[src/verilog/spi_irq_pkg.sv]
// constants for the serial channel status and interrupt logic
`default_nettype none
package spi_irq_pkg;
    // ========================================
    // register addresses
    localparam logic [15:0] ST_ADDR   = 16'h4320;
    localparam logic [15:0] TXD_ADDR  = 16'h4322;
    localparam logic [15:0] RXD_ADDR  = 16'h4324;
    localparam logic [15:0] CTL_ADDR  = 16'h4326;
    localparam logic [15:0] IFLG_ADDR = 16'h4300;
    localparam logic [15:0] IEN_ADDR  = 16'h4302;
    localparam logic [15:0] ILV3_ADDR = 16'h4314;
    // ========================================
    // field positions
    localparam int ST_TXE_BIT  = 0;
    localparam int ST_RXF_BIT  = 1;
    localparam int ST_BSY_BIT  = 2;
    localparam int CTL_EN_BIT  = 0;
    localparam int CTL_MS_BIT  = 1;
    localparam int CTL_POL_BIT = 2;
    localparam int CTL_PHA_BIT = 3;
    localparam int CTL_TIE_BIT = 4;
    localparam int CTL_RIE_BIT = 5;
    localparam int IRQ_CH_BIT  = 14;
    localparam int LVL_LSB     = 0;
    localparam int LVL_W       = 3;
    // ========================================
    // reset values
    localparam logic       TXE_RST = 1'b1;
    localparam logic       RXF_RST = 1'b0;
    localparam logic       BSY_RST = 1'b0;
    localparam logic       BIT_RST = 1'b0;
    localparam logic [7:0] BYTE_RST = 8'h00;
    localparam logic [2:0] LVL_RST = 3'h0;
    // ========================================
    // vector
    localparam logic [7:0] VEC_NUM = 8'h12;
    localparam logic [7:0] VEC_OFS = 8'h48;
endpackage : spi_irq_pkg
`default_nettype wire

[src/verilog/spi_status_irq.sv]
// serial channel status flags, register map and interrupt request
`timescale 1ns/1ns
`default_nettype none
module spi_status_irq (
    input  wire logic        i_clk,
    input  wire logic        i_rst,
    input  wire logic [15:0] i_addr,
    input  wire logic        i_wr,
    input  wire logic        i_rd,
    input  wire logic [15:0] i_wdata,
    output logic      [15:0] o_rdata,
    input  wire logic        i_rx_load,
    input  wire logic [7:0]  i_rx_byte,
    input  wire logic        i_tx_load,
    input  wire logic        i_xfer_start,
    input  wire logic        i_xfer_done,
    input  wire logic        i_slave_select_in_n,
    input  wire logic        i_global_irq_allow_bit,
    input  wire logic [2:0]  i_current_priority_field,
    input  wire logic        i_higher_pending,
    output logic      [7:0]  o_tx_byte,
    output logic             o_chan_enable,
    output logic             o_master_mode,
    output logic             o_clk_polarity,
    output logic             o_clk_phase,
    output logic             o_irq_pulse,
    output logic             o_core_irq_req,
    output logic             o_irq_accept,
    output logic      [7:0]  o_vector_num,
    output logic      [7:0]  o_vector_offset
);
    typedef struct packed {
        logic        rx_full_irq_enable;
        logic        tx_empty_irq_enable;
        logic        phase;
        logic        polarity;
        logic        master;
        logic        enable;
        logic [7:0]  tx_buf;
        logic [7:0]  rx_buf;
        logic        rx_buffer_full_flag;
        logic        tx_buffer_empty_flag;
        logic        busy_or_selected_flag;
        logic [15:0] rdata;
    } chan_t;

    chan_t c_q;
    chan_t c_d;

    // ========================================
    // address decode
    function automatic logic hit(input logic [15:0] a,
                                 input logic [15:0] r);
        hit = (a == r);
    endfunction

    logic wr_tx;
    logic wr_ctl;
    logic rd_rx;
    logic wr_iflg;
    logic wr_ien;
    logic wr_ilv;
    logic rx_irq;
    logic tx_irq;

    assign wr_tx   = i_wr && hit(i_addr, spi_irq_pkg::TXD_ADDR);
    assign wr_ctl  = i_wr && hit(i_addr, spi_irq_pkg::CTL_ADDR);
    assign rd_rx   = i_rd && hit(i_addr, spi_irq_pkg::RXD_ADDR);
    assign wr_iflg = i_wr && hit(i_addr, spi_irq_pkg::IFLG_ADDR);
    assign wr_ien  = i_wr && hit(i_addr, spi_irq_pkg::IEN_ADDR);
    assign wr_ilv  = i_wr && hit(i_addr, spi_irq_pkg::ILV3_ADDR);

    // ========================================
    // interrupt request
    // rx cause gated by its enable
    assign rx_irq = i_rx_load && c_q.rx_full_irq_enable;
    // tx cause gated by its enable
    assign tx_irq = i_tx_load && c_q.tx_empty_irq_enable;
    assign o_irq_pulse = rx_irq || tx_irq;

    logic        ctrl_pending;
    logic        ctrl_fwd_en;
    logic [2:0]  ctrl_level;
    logic [15:0] st_word;

    always_comb begin
        st_word = 16'h0000;
        st_word[spi_irq_pkg::ST_BSY_BIT] = c_q.busy_or_selected_flag;
        st_word[spi_irq_pkg::ST_RXF_BIT] = c_q.rx_buffer_full_flag;
        st_word[spi_irq_pkg::ST_TXE_BIT] = c_q.tx_buffer_empty_flag;
    end

    // ========================================
    // next state
    always_comb begin
        c_d = c_q;
        if (c_q.master) begin
            if (i_xfer_done) begin
                c_d.busy_or_selected_flag = 1'b0;
            end
            if (i_xfer_start) begin
                c_d.busy_or_selected_flag = 1'b1;
            end
        end else begin
            c_d.busy_or_selected_flag = !i_slave_select_in_n;
        end
        if (rd_rx) begin
            c_d.rx_buffer_full_flag = 1'b0;
        end
        if (i_rx_load) begin
            c_d.rx_buffer_full_flag = 1'b1;
            c_d.rx_buf = i_rx_byte;
        end
        if (wr_tx) begin
            c_d.tx_buffer_empty_flag = 1'b0;
            c_d.tx_buf = i_wdata[7:0];
        end
        if (i_tx_load) begin
            c_d.tx_buffer_empty_flag = 1'b1;
        end
        if (wr_ctl) begin
            c_d.rx_full_irq_enable  = i_wdata[spi_irq_pkg::CTL_RIE_BIT];
            c_d.tx_empty_irq_enable = i_wdata[spi_irq_pkg::CTL_TIE_BIT];
            c_d.phase    = i_wdata[spi_irq_pkg::CTL_PHA_BIT];
            c_d.polarity = i_wdata[spi_irq_pkg::CTL_POL_BIT];
            c_d.master   = i_wdata[spi_irq_pkg::CTL_MS_BIT];
            c_d.enable   = i_wdata[spi_irq_pkg::CTL_EN_BIT];
        end
        // read data, unmapped reads zero
        c_d.rdata = 16'h0000;
        if (i_rd) begin
            if (hit(i_addr, spi_irq_pkg::ST_ADDR)) begin
                c_d.rdata = st_word;
            end else if (hit(i_addr, spi_irq_pkg::TXD_ADDR)) begin
                c_d.rdata = {8'h00, c_q.tx_buf};
            end else if (hit(i_addr, spi_irq_pkg::RXD_ADDR)) begin
                c_d.rdata = {8'h00, c_q.rx_buf};
            end else if (hit(i_addr, spi_irq_pkg::CTL_ADDR)) begin
                c_d.rdata = {10'h000, c_q.rx_full_irq_enable,
                             c_q.tx_empty_irq_enable, c_q.phase,
                             c_q.polarity, c_q.master, c_q.enable};
            end else if (hit(i_addr, spi_irq_pkg::IFLG_ADDR)) begin
                c_d.rdata[spi_irq_pkg::IRQ_CH_BIT] = ctrl_pending;
            end else if (hit(i_addr, spi_irq_pkg::IEN_ADDR)) begin
                c_d.rdata[spi_irq_pkg::IRQ_CH_BIT] = ctrl_fwd_en;
            end else if (hit(i_addr, spi_irq_pkg::ILV3_ADDR)) begin
                c_d.rdata[2:0] = ctrl_level;
            end
        end
    end

    always_ff @(posedge i_clk) begin
        if (i_rst) begin
            c_q.rx_full_irq_enable    <= spi_irq_pkg::BIT_RST;
            c_q.tx_empty_irq_enable   <= spi_irq_pkg::BIT_RST;
            c_q.phase                 <= spi_irq_pkg::BIT_RST;
            c_q.polarity              <= spi_irq_pkg::BIT_RST;
            c_q.master                <= spi_irq_pkg::BIT_RST;
            c_q.enable                <= spi_irq_pkg::BIT_RST;
            c_q.tx_buf                <= spi_irq_pkg::BYTE_RST;
            c_q.rx_buf                <= spi_irq_pkg::BYTE_RST;
            c_q.rx_buffer_full_flag   <= spi_irq_pkg::RXF_RST;
            c_q.tx_buffer_empty_flag  <= spi_irq_pkg::TXE_RST;
            c_q.busy_or_selected_flag <= spi_irq_pkg::BSY_RST;
            c_q.rdata                 <= 16'h0000;
        end else begin
            c_q <= c_d;
        end
    end

    // ========================================
    // interrupt controller slice
    chan_irq_slice u_irq_ctrl (
        .i_clk                    (i_clk),
        .i_rst                    (i_rst),
        .i_req_pulse              (o_irq_pulse),
        .i_flag_wr                (wr_iflg),
        .i_en_wr                  (wr_ien),
        .i_lvl_wr                 (wr_ilv),
        .i_wdata                  (i_wdata),
        .i_global_irq_allow_bit   (i_global_irq_allow_bit),
        .i_current_priority_field (i_current_priority_field),
        .i_higher_pending         (i_higher_pending),
        .o_pending                (ctrl_pending),
        .o_forward_enable         (ctrl_fwd_en),
        .o_level                  (ctrl_level),
        .o_core_req               (o_core_irq_req),
        .o_accept                 (o_irq_accept),
        .o_vector_num             (o_vector_num),
        .o_vector_offset          (o_vector_offset)
    );

    // ========================================
    // outputs
    assign o_rdata        = c_q.rdata;
    assign o_tx_byte      = c_q.tx_buf;
    assign o_chan_enable  = c_q.enable;
    assign o_master_mode  = c_q.master;
    assign o_clk_polarity = c_q.polarity;
    assign o_clk_phase    = c_q.phase;

    // ========================================
    // checks
    property p_rx_set;
        @(posedge i_clk) disable iff (i_rst)
        i_rx_load |=> c_q.rx_buffer_full_flag
                      && c_q.rx_buf == $past(i_rx_byte);
    endproperty
    a_rx_set: assert property (p_rx_set)
        else $error("rx load did not set full flag");

    property p_rx_clr;
        @(posedge i_clk) disable iff (i_rst)
        rd_rx && !i_rx_load |=> !c_q.rx_buffer_full_flag;
    endproperty
    a_rx_clr: assert property (p_rx_clr)
        else $error("rx read did not clear full flag");

    property p_tx_clr;
        @(posedge i_clk) disable iff (i_rst)
        wr_tx && !i_tx_load |=> !c_q.tx_buffer_empty_flag;
    endproperty
    a_tx_clr: assert property (p_tx_clr)
        else $error("tx write did not clear empty flag");

    property p_tx_set;
        @(posedge i_clk) disable iff (i_rst)
        i_tx_load |=> c_q.tx_buffer_empty_flag;
    endproperty
    a_tx_set: assert property (p_tx_set)
        else $error("tx load did not set empty flag");

    property p_rx_gate;
        @(posedge i_clk) disable iff (i_rst)
        i_rx_load && !c_q.rx_full_irq_enable && !tx_irq |-> !o_irq_pulse;
    endproperty
    a_rx_gate: assert property (p_rx_gate)
        else $error("rx request while disabled");

    property p_pulse_cause;
        @(posedge i_clk) disable iff (i_rst)
        o_irq_pulse |-> (i_rx_load && c_q.rx_full_irq_enable)
                     || (i_tx_load && c_q.tx_empty_irq_enable);
    endproperty
    a_pulse_cause: assert property (p_pulse_cause)
        else $error("request pulse without enabled cause");

    property p_tx_irq;
        @(posedge i_clk) disable iff (i_rst)
        i_tx_load && c_q.tx_empty_irq_enable |-> o_irq_pulse;
    endproperty
    a_tx_irq: assert property (p_tx_irq)
        else $error("tx empty request missing");

    property p_slave_busy;
        @(posedge i_clk) disable iff (i_rst)
        !c_q.master |=> c_q.busy_or_selected_flag
                        == !$past(i_slave_select_in_n);
    endproperty
    a_slave_busy: assert property (p_slave_busy)
        else $error("slave busy does not mirror select");

    property p_master_busy;
        @(posedge i_clk) disable iff (i_rst)
        c_q.master && !wr_ctl && i_xfer_start |=>
            c_q.busy_or_selected_flag;
    endproperty
    a_master_busy: assert property (p_master_busy)
        else $error("master busy not set on start");

    property p_status_read;
        @(posedge i_clk) disable iff (i_rst)
        i_rd && hit(i_addr, spi_irq_pkg::ST_ADDR) |=>
            o_rdata[15:3] == 13'h0000
            && o_rdata[2:0] == $past(st_word[2:0]);
    endproperty
    a_status_read: assert property (p_status_read)
        else $error("status read value wrong");

    c_rx_irq: cover property (@(posedge i_clk) disable iff (i_rst)
        rx_irq);
    c_tx_irq: cover property (@(posedge i_clk) disable iff (i_rst)
        tx_irq);
    c_both: cover property (@(posedge i_clk) disable iff (i_rst)
        rx_irq && tx_irq);
    c_selected: cover property (@(posedge i_clk) disable iff (i_rst)
        !c_q.master && c_q.busy_or_selected_flag);
endmodule : spi_status_irq
`default_nettype wire

[src/verilog/chan_irq_slice.sv]
// interrupt controller slice for the serial channel
`timescale 1ns/1ns
`default_nettype none
module chan_irq_slice (
    input  wire logic       i_clk,
    input  wire logic       i_rst,
    input  wire logic       i_req_pulse,
    input  wire logic       i_flag_wr,
    input  wire logic       i_en_wr,
    input  wire logic       i_lvl_wr,
    input  wire logic [15:0] i_wdata,
    input  wire logic       i_global_irq_allow_bit,
    input  wire logic [2:0] i_current_priority_field,
    input  wire logic       i_higher_pending,
    output logic            o_pending,
    output logic            o_forward_enable,
    output logic [2:0]      o_level,
    output logic            o_core_req,
    output logic            o_accept,
    output logic [7:0]      o_vector_num,
    output logic [7:0]      o_vector_offset
);
    typedef struct packed {
        logic       pending;
        logic       fwd_en;
        logic [2:0] level;
    } slice_t;

    slice_t s_q;
    slice_t s_d;

    // ========================================
    // next state
    always_comb begin
        s_d = s_q;
        if (i_flag_wr && i_wdata[spi_irq_pkg::IRQ_CH_BIT]) begin
            s_d.pending = 1'b0;
        end
        if (i_req_pulse) begin
            s_d.pending = 1'b1;
        end
        if (i_en_wr) begin
            s_d.fwd_en = i_wdata[spi_irq_pkg::IRQ_CH_BIT];
        end
        if (i_lvl_wr) begin
            s_d.level = i_wdata[spi_irq_pkg::LVL_LSB +: spi_irq_pkg::LVL_W];
        end
    end

    always_ff @(posedge i_clk) begin
        if (i_rst) begin
            s_q.pending <= spi_irq_pkg::BIT_RST;
            s_q.fwd_en  <= spi_irq_pkg::BIT_RST;
            s_q.level   <= spi_irq_pkg::LVL_RST;
        end else begin
            s_q <= s_d;
        end
    end

    // ========================================
    // outputs
    assign o_pending        = s_q.pending;
    assign o_forward_enable = s_q.fwd_en;
    assign o_level          = s_q.level;
    assign o_core_req = s_q.pending && s_q.fwd_en;
    assign o_accept = o_core_req && i_global_irq_allow_bit
                      && (s_q.level > i_current_priority_field)
                      && !i_higher_pending;
    assign o_vector_num    = spi_irq_pkg::VEC_NUM;
    assign o_vector_offset = spi_irq_pkg::VEC_OFS;

    // ========================================
    // checks
    property p_pend_set;
        @(posedge i_clk) disable iff (i_rst)
        i_req_pulse |=> s_q.pending;
    endproperty
    a_pend_set: assert property (p_pend_set)
        else $error("pending flag not set by pulse");

    property p_fwd_block;
        @(posedge i_clk) disable iff (i_rst)
        !s_q.fwd_en |-> !o_core_req;
    endproperty
    a_fwd_block: assert property (p_fwd_block)
        else $error("request forwarded while disabled");

    property p_accept;
        @(posedge i_clk) disable iff (i_rst)
        o_accept |-> (s_q.level > i_current_priority_field)
                     && i_global_irq_allow_bit && !i_higher_pending
                     && s_q.fwd_en;
    endproperty
    a_accept: assert property (p_accept)
        else $error("accept without all conditions");

    property p_level;
        @(posedge i_clk) disable iff (i_rst)
        i_lvl_wr |=> s_q.level == $past(i_wdata[2:0]);
    endproperty
    a_level: assert property (p_level)
        else $error("level field not written");

    c_accept: cover property (@(posedge i_clk) disable iff (i_rst)
        o_accept);
endmodule : chan_irq_slice
`default_nettype wire

[config.mk]
export PLATFORM = sky130hd
export DESIGN_NAME = spi_status_irq
export DESIGN_NICKNAME = d
export VERILOG_FILES = /design/src/verilog/spi_irq_pkg.sv /design/src/verilog/spi_status_irq.sv /design/src/verilog/chan_irq_slice.sv
export SDC_FILE = /design/constraint.sdc
export NUM_CORES = 1
export LEC_CHECK = 0
export ABC_AREA = 1
export BUFFER_PORTS_ARGS = -buffer_cell sky130_fd_sc_hd__buf_2
export CORE_UTILIZATION = 45
export CTS_BUF_LIST = sky130_fd_sc_hd__clkbuf_4 sky130_fd_sc_hd__clkbuf_8 sky130_fd_sc_hd__clkbuf_16
export DETAILED_ROUTE_END_ITERATION = 6
export HOLD_SLACK_MARGIN = 0.12
export MAX_ROUTING_LAYER = met4
export PLACE_DENSITY = 0.78
export SLEW_MARGIN = 20
export SYNTH_ARGS = -nofsm -noshare
export SYNTH_HDL_FRONTEND = slang
export SYNTH_SLANG_ARGS = --single-unit
[constraint.sdc]
create_clock -name i_clk -period 4.2 [get_ports i_clk]
set_clock_uncertainty 0.1 [all_clocks]
set_input_delay 0.84 -clock i_clk [delete_from_list [all_inputs] [get_ports i_clk]]
set_output_delay 0.84 -clock i_clk [all_outputs]
set_load 0.03 [all_outputs]
==> reports/qor.yml, run 1 <==
cts.path.max_buffers: 2
drtIter0Drc: 196
cts-buffers-inserted: 5
drive_gt1_frac: 0.255
min_path_type: "reg -> reg"
ys_seq_elements: 39
io_pins: 101
syn_area_per_cell_um2: 7.19
drtAntennaViolNets: 0
grt_usage: 0.193
worstPathCellList: "buf_2 -> inv_1 -> ha_1 -> inv_1 -> o21bai_1 -> a21oi_1 -> a311oi_1 -> buf_2"
clk_pin_slew_ps: 70
setup_viol_count_final: 0
ir_drop_v: 0.000219
final_common_cell: "buf_2"
r2r-start: "u_irq_ctrl.o_level[2]"
reg2reg_depth: 4
hpwl_um: 3580
min_from: "c_q[17]"
synth_warnings: 0
diodes: 0
vias: 1973
port_buffers: 70
grt_max_degree: 27
cp_data_required_time_ps: 3260
cts_resized: 0
arrival_ps: 1940
slew_headroom: 0.577
cts_tree: "yes"
drc: 0
root_buffer: "clkbuf_8"
die_w_um: 71.6
p_leak_nw: 1.22
dp.cells: 399
die_h_um: 71.6
maxCapViolCount: 0
routedWlPerCell_um: 11.4
rsz0062_at_grt: "no"
max_stage_delay_ps: 290
clock-sinks: 39
grt_pass1_wl_um: 7470
period_needed_ps: 2880
fill_cells: 448
grt_pass1_vias: 1729
startpoint_type: "input pin"
ctsHtreeMaxLevel: 2
post_cts.repair.setup_buffers: 0
final_cell_mix: "70 x buf_2, 40 x inv_1, 39 x dfxtp_1, 34 x o21ai_0, 32 x nor2_1"
area_delta_synth_final_pct: 10.1
timing.rr.end: "o_rdata[2]"
synth.distinct_cells: 27
worstSetupEndpointType: "output port"
firstDrtPassIters: 4
start_util: 0.484
coreArea_um2: 4500
clk-insertion-delay-late_ps: 290
yosysSeqAreaShare: 0.358
synth_ff_type: "dfxtp_1"
syn_inst: 303
worst_slew_pin_slew_ps: 634
finalNetCount: 411
worstPathMaxFanout: 2
fin_cells: 405
synthArstFlopShare: 0
gp_congestion: 0.823
dieArea_um2: 5120
antenna_found_initial: 0
crit_start: "i_current_priority_field[1]"
path_class: "in -> out"
final_min_period_over_clock_period: 0.685
ff2ff_setup_slack_ps: 3180
hold_end: "c_q[17]"
overflow: 0
num_rows: 24
viasPerCell: 4.87
max_freq_mhz: 348
slew_violations: 0
powerDensity_nw_per_um2: 290
status: "complete, no violations"
holdPathStages: 2
wirelength_um: 4600
hold_buffers: 0
finalHoldViolCount: 0
fin_tns_setup_ps: 0
fin_area_um2: 2400
syn_area_um2: 2180
crit_path_top_delay_cell: "ha_1"
synth-edff-count: 0
place_area_um2: 2320
==> critical path, delay by kind of cell <==
family	cells	cell delay [ps]
AO/OA/AOI/OAI	3	420
adder cells (fa/ha/maj)	1	290
buffers and inverters	4	380
==> how the worst max path moves through the flow <==
stage | end | slack, ps | cells after the start
after global placement | o_irq_accept | 1400 | 8
after CTS | o_irq_accept | 1330 | 8
final | o_irq_accept | 1330 | 8
after detailed placement | o_irq_accept | 1330 | 8
after floorplan | o_irq_accept | 1130 | 6
after global routing | o_irq_accept | 1190 | 8
==> routing by layer <==
layer,global-route usage,part of all wire
met3,0.0436,0.056
met1,0.235,0.43
met5,-,0
met4,0.0588,0.016
met2,0.320,0.50
==> sequential cells by signal (all words and copies together), names as in the netlist <==
signal                       flops
c_q                             13
o_chan_enable                    1
o_clk_phase                      1
o_clk_polarity                   1
o_master_mode                    1
o_rdata                          9
o_tx_byte                        8
u_irq_ctrl.o_forward_enable      1
u_irq_ctrl.o_level               3
u_irq_ctrl.o_pending             1
==> logic make-up after synthesis <==
group                      synth area share
DFF                                   0.358
and+or+nand+nor                       0.230
AOI/OAI and AO/OA                     0.155
other                               0.00345
adders and majority gates            0.0172
buffers and inverters                 0.237
==> through the flow <==
stage | setup slack [ps] | util | hold WS [ps] | total power, mW
6_report | 1330 | 0.533 | 362 | 0.695
5_1_grt | 1190 | 0.533 | 388 | 0.728
4_1_cts | 1330 | 0.533 | 366 | 0.702
3_5_place_dp | 1330 | 0.516 | 348 | 0.472
3_3_place_gp | 1400 | 0.516 | 351 | 0.470
2_1_floorplan | 1130 | - | 329 | 0.458
==> report_power, final <==
part	leakage [nW]	internal (mW)	switching (mW)
sequential	0.317	0.376	0.00291
combinational	0.866	0.0251	0.0597
clock	0.0361	0.110	0.121
==> cell usage after synthesis, drive strengths merged (2+ instances only) <==
cell    number  share of area
a21oi       25          0.057
a31oi        3         0.0086
buf         46           0.16
clkbuf       2         0.0034
conb         2         0.0034
dfxtp       39           0.36
ha           3          0.017
inv         41          0.071
nand2       30          0.052
nand3       19          0.048
nand4       10          0.029
nor2        41          0.088
nor3         2         0.0069
o21ai       34          0.078
==> final cells by class <==
cell class              count  area, um2  share of cell area
multi-input cells         195        961               0.401
flip-flops and latches     39        781               0.326
repair buffers             71        358               0.149
inverters                  42        158              0.0657
clock buffers               5       68.8              0.0287
well taps                  52       65.1              0.0271
clock inverters             1       7.51             0.00313
(Power assumes the default switching activity.)
==> run 2: changes to the inputs <==
- CORE_UTILIZATION: 45 -> 42
- PLACE_DENSITY: 0.78 -> 0.76
- clock period: 4.2 -> 2.6 ns (I/O delays scaled with it)
==> run 2 against run 1 <==
Against the previous run: first-iteration DRC count shrank 52%; sequential share of layout area shrank 1.0 points; worst hold slack lost 21 ps; worst setup slack lost 910 ps; highest routed layer unchanged.
==> reports/qor.yml, run 2 (same netlist as run 1, synthesis figures left out) <==
status: "complete, no violations"
overflow: 0  # unchanged
worstPathCellList: "ha_1 -> inv_1 -> o21bai_1 -> a21oi_1 -> a311oi_1 -> buf_2"
finalHoldViolCount: 0  # unchanged
worst_slack_ps: 412  # -913 ps
finalNetCount: 414  # +0.73%
die_h_um: 74.0  # +3.4%
grt_pass1_vias: 1838  # +6.3%
slew_headroom: 0.584  # +0.00676
cts.path.max_buffers: 2  # unchanged
maxCapViolCount: 0  # unchanged
diodes: 0  # unchanged
ctsHtreeMaxLevel: 2  # unchanged
coreArea_um2: 4850  # +7.6%
powerDensity_nw_per_um2: 507  # +75%
fin_area_um2: 2480  # +3.2%
largest_register_ff_count: 13  # unchanged
min_path_type: "in -> reg"
clock-sinks: 39  # unchanged
drtIter0Drc: 95  # -52%
drc: 0  # unchanged
grt_pass1_wl_um: 7940  # +6.2%
dp.cells: 417  # +4.5%
whs_ps: 341  # -20.9 ps
grt_max_degree: 27  # unchanged
port_buffers: 70  # unchanged
vias: 1958  # -0.76%
regMostFlops: "c_q"
crit_path_top_delay_cell: "dfxtp_1"
final_min_period_over_clock_period: 0.841
num_rows: 25  # +4.2%
routedWlPerCell_um: 11.1  # -1.9%
cp_data_required_time_ps: 1980  # -1280 ps
viasPerCell: 4.61  # -5.4%
grt_usage: 0.196  # +0.00344
drive_gt1_frac: 0.265  # +0.0104
fin_cells: 425  # +4.9%
hold_buffers: 0  # unchanged
clk-insertion-delay-late_ps: 300  # about the same
p_leak_nw: 1.26  # +3.0%
max_stage_delay_ps: 330  # +40 ps
max_freq_mhz: 457
die_w_um: 74.0  # +3.4%
hpwl_um: 3720  # +4.0%
final_common_cell: "buf_2"
wirelength_um: 4740  # +3.0%
place_area_um2: 2360  # +1.8%
slew_violations: 0  # unchanged
path_class: "reg -> out"
cts-buffers-inserted: 5  # unchanged
start_util: 0.449  # -0.0343
final_cell_mix: "70 x buf_2, 40 x inv_1, 39 x dfxtp_1, 34 x o21ai_0, 32 x nor2_1"
drtAntennaViolNets: 0  # unchanged
clk_pin_slew_ps: 80  # about the same
arrival_ps: 1570  # -370 ps
period_needed_ps: 2190
worstPathMaxFanout: 3  # +1
cts_resized: 0  # unchanged
dp_slack_ps: 406  # -921 ps
cts_tree: "yes"
startpoint_type: "register"
worst_slew_pin_slew_ps: 623  # -10.1 ps
area_delta_synth_final_pct: 13.7
rsz0062_at_grt: "no"
ir_drop_v: 0.000316  # +44%
worstSetupEndpointType: "output port"
root_buffer: "clkbuf_8"
dieArea_um2: 5480  # +6.9%
fin_tns_setup_ps: 0  # unchanged
antenna_found_initial: 0  # unchanged
post_cts.repair.setup_buffers: 0  # unchanged
firstDrtPassIters: 6  # +2
gp_congestion: 0.875  # +6.2%
setup_viol_count_final: 0  # unchanged
fin_util: 0.511  # -0.0218
io_pins: 101  # unchanged
total_power_mw: 1.26  # +81%
## run 2: worst paths after layout
kind	cells after the start	start	to	slack, ps
worst max-delay path	6	u_irq_ctrl.o_level[1]	o_irq_accept	410
worst min-delay path	3	i_tx_load	c_q[17]	340
worst max register to register	4	o_chan_enable	o_rdata[0]	1510
worst min register to register	2	c_q[23]	o_rdata[4]	370
## run 2: layout make-up
| cell class | count | area, um2 |
|---|---|---|
| fillers | 493 | 2370 |
| multi-input cells | 195 | 961 |
| flip-flops and latches | 39 | 781 |
| repair buffers | 74 | 380 |
| inverters | 42 | 158 |
| well taps | 67 | 83.8 |
| clock buffers | 5 | 68.8 |
| clock inverters | 3 | 43.8 |
## run 2: critical path, delay by kind of cell, from the launching register on
kind	cells	cell delay, ps
flip-flops	1	330
AO/OA/AOI/OAI	3	370
adder cells (fa/ha/maj)	1	290
buffers and inverters	2	280
## run 2: power breakdown
| group | internal, mW | switching [mW] |
|---|---|---|
| combinational | 0.0416 | 0.0967 |
| clock | 0.286 | 0.220 |
| sequential | 0.607 | 0.00494 |
| total | 0.935 | 0.322 |
## run 2: routing by layer
metal | share of wire | vias up | GRT usage
li1 | - | 1023 | -
met1 | 0.43 | 858 | 0.229
met2 | 0.49 | 69 | 0.323
met3 | 0.057 | 8 | 0.0407
met4 | 0.017 | 0 | 0.0876
met5 | 0 | - | -
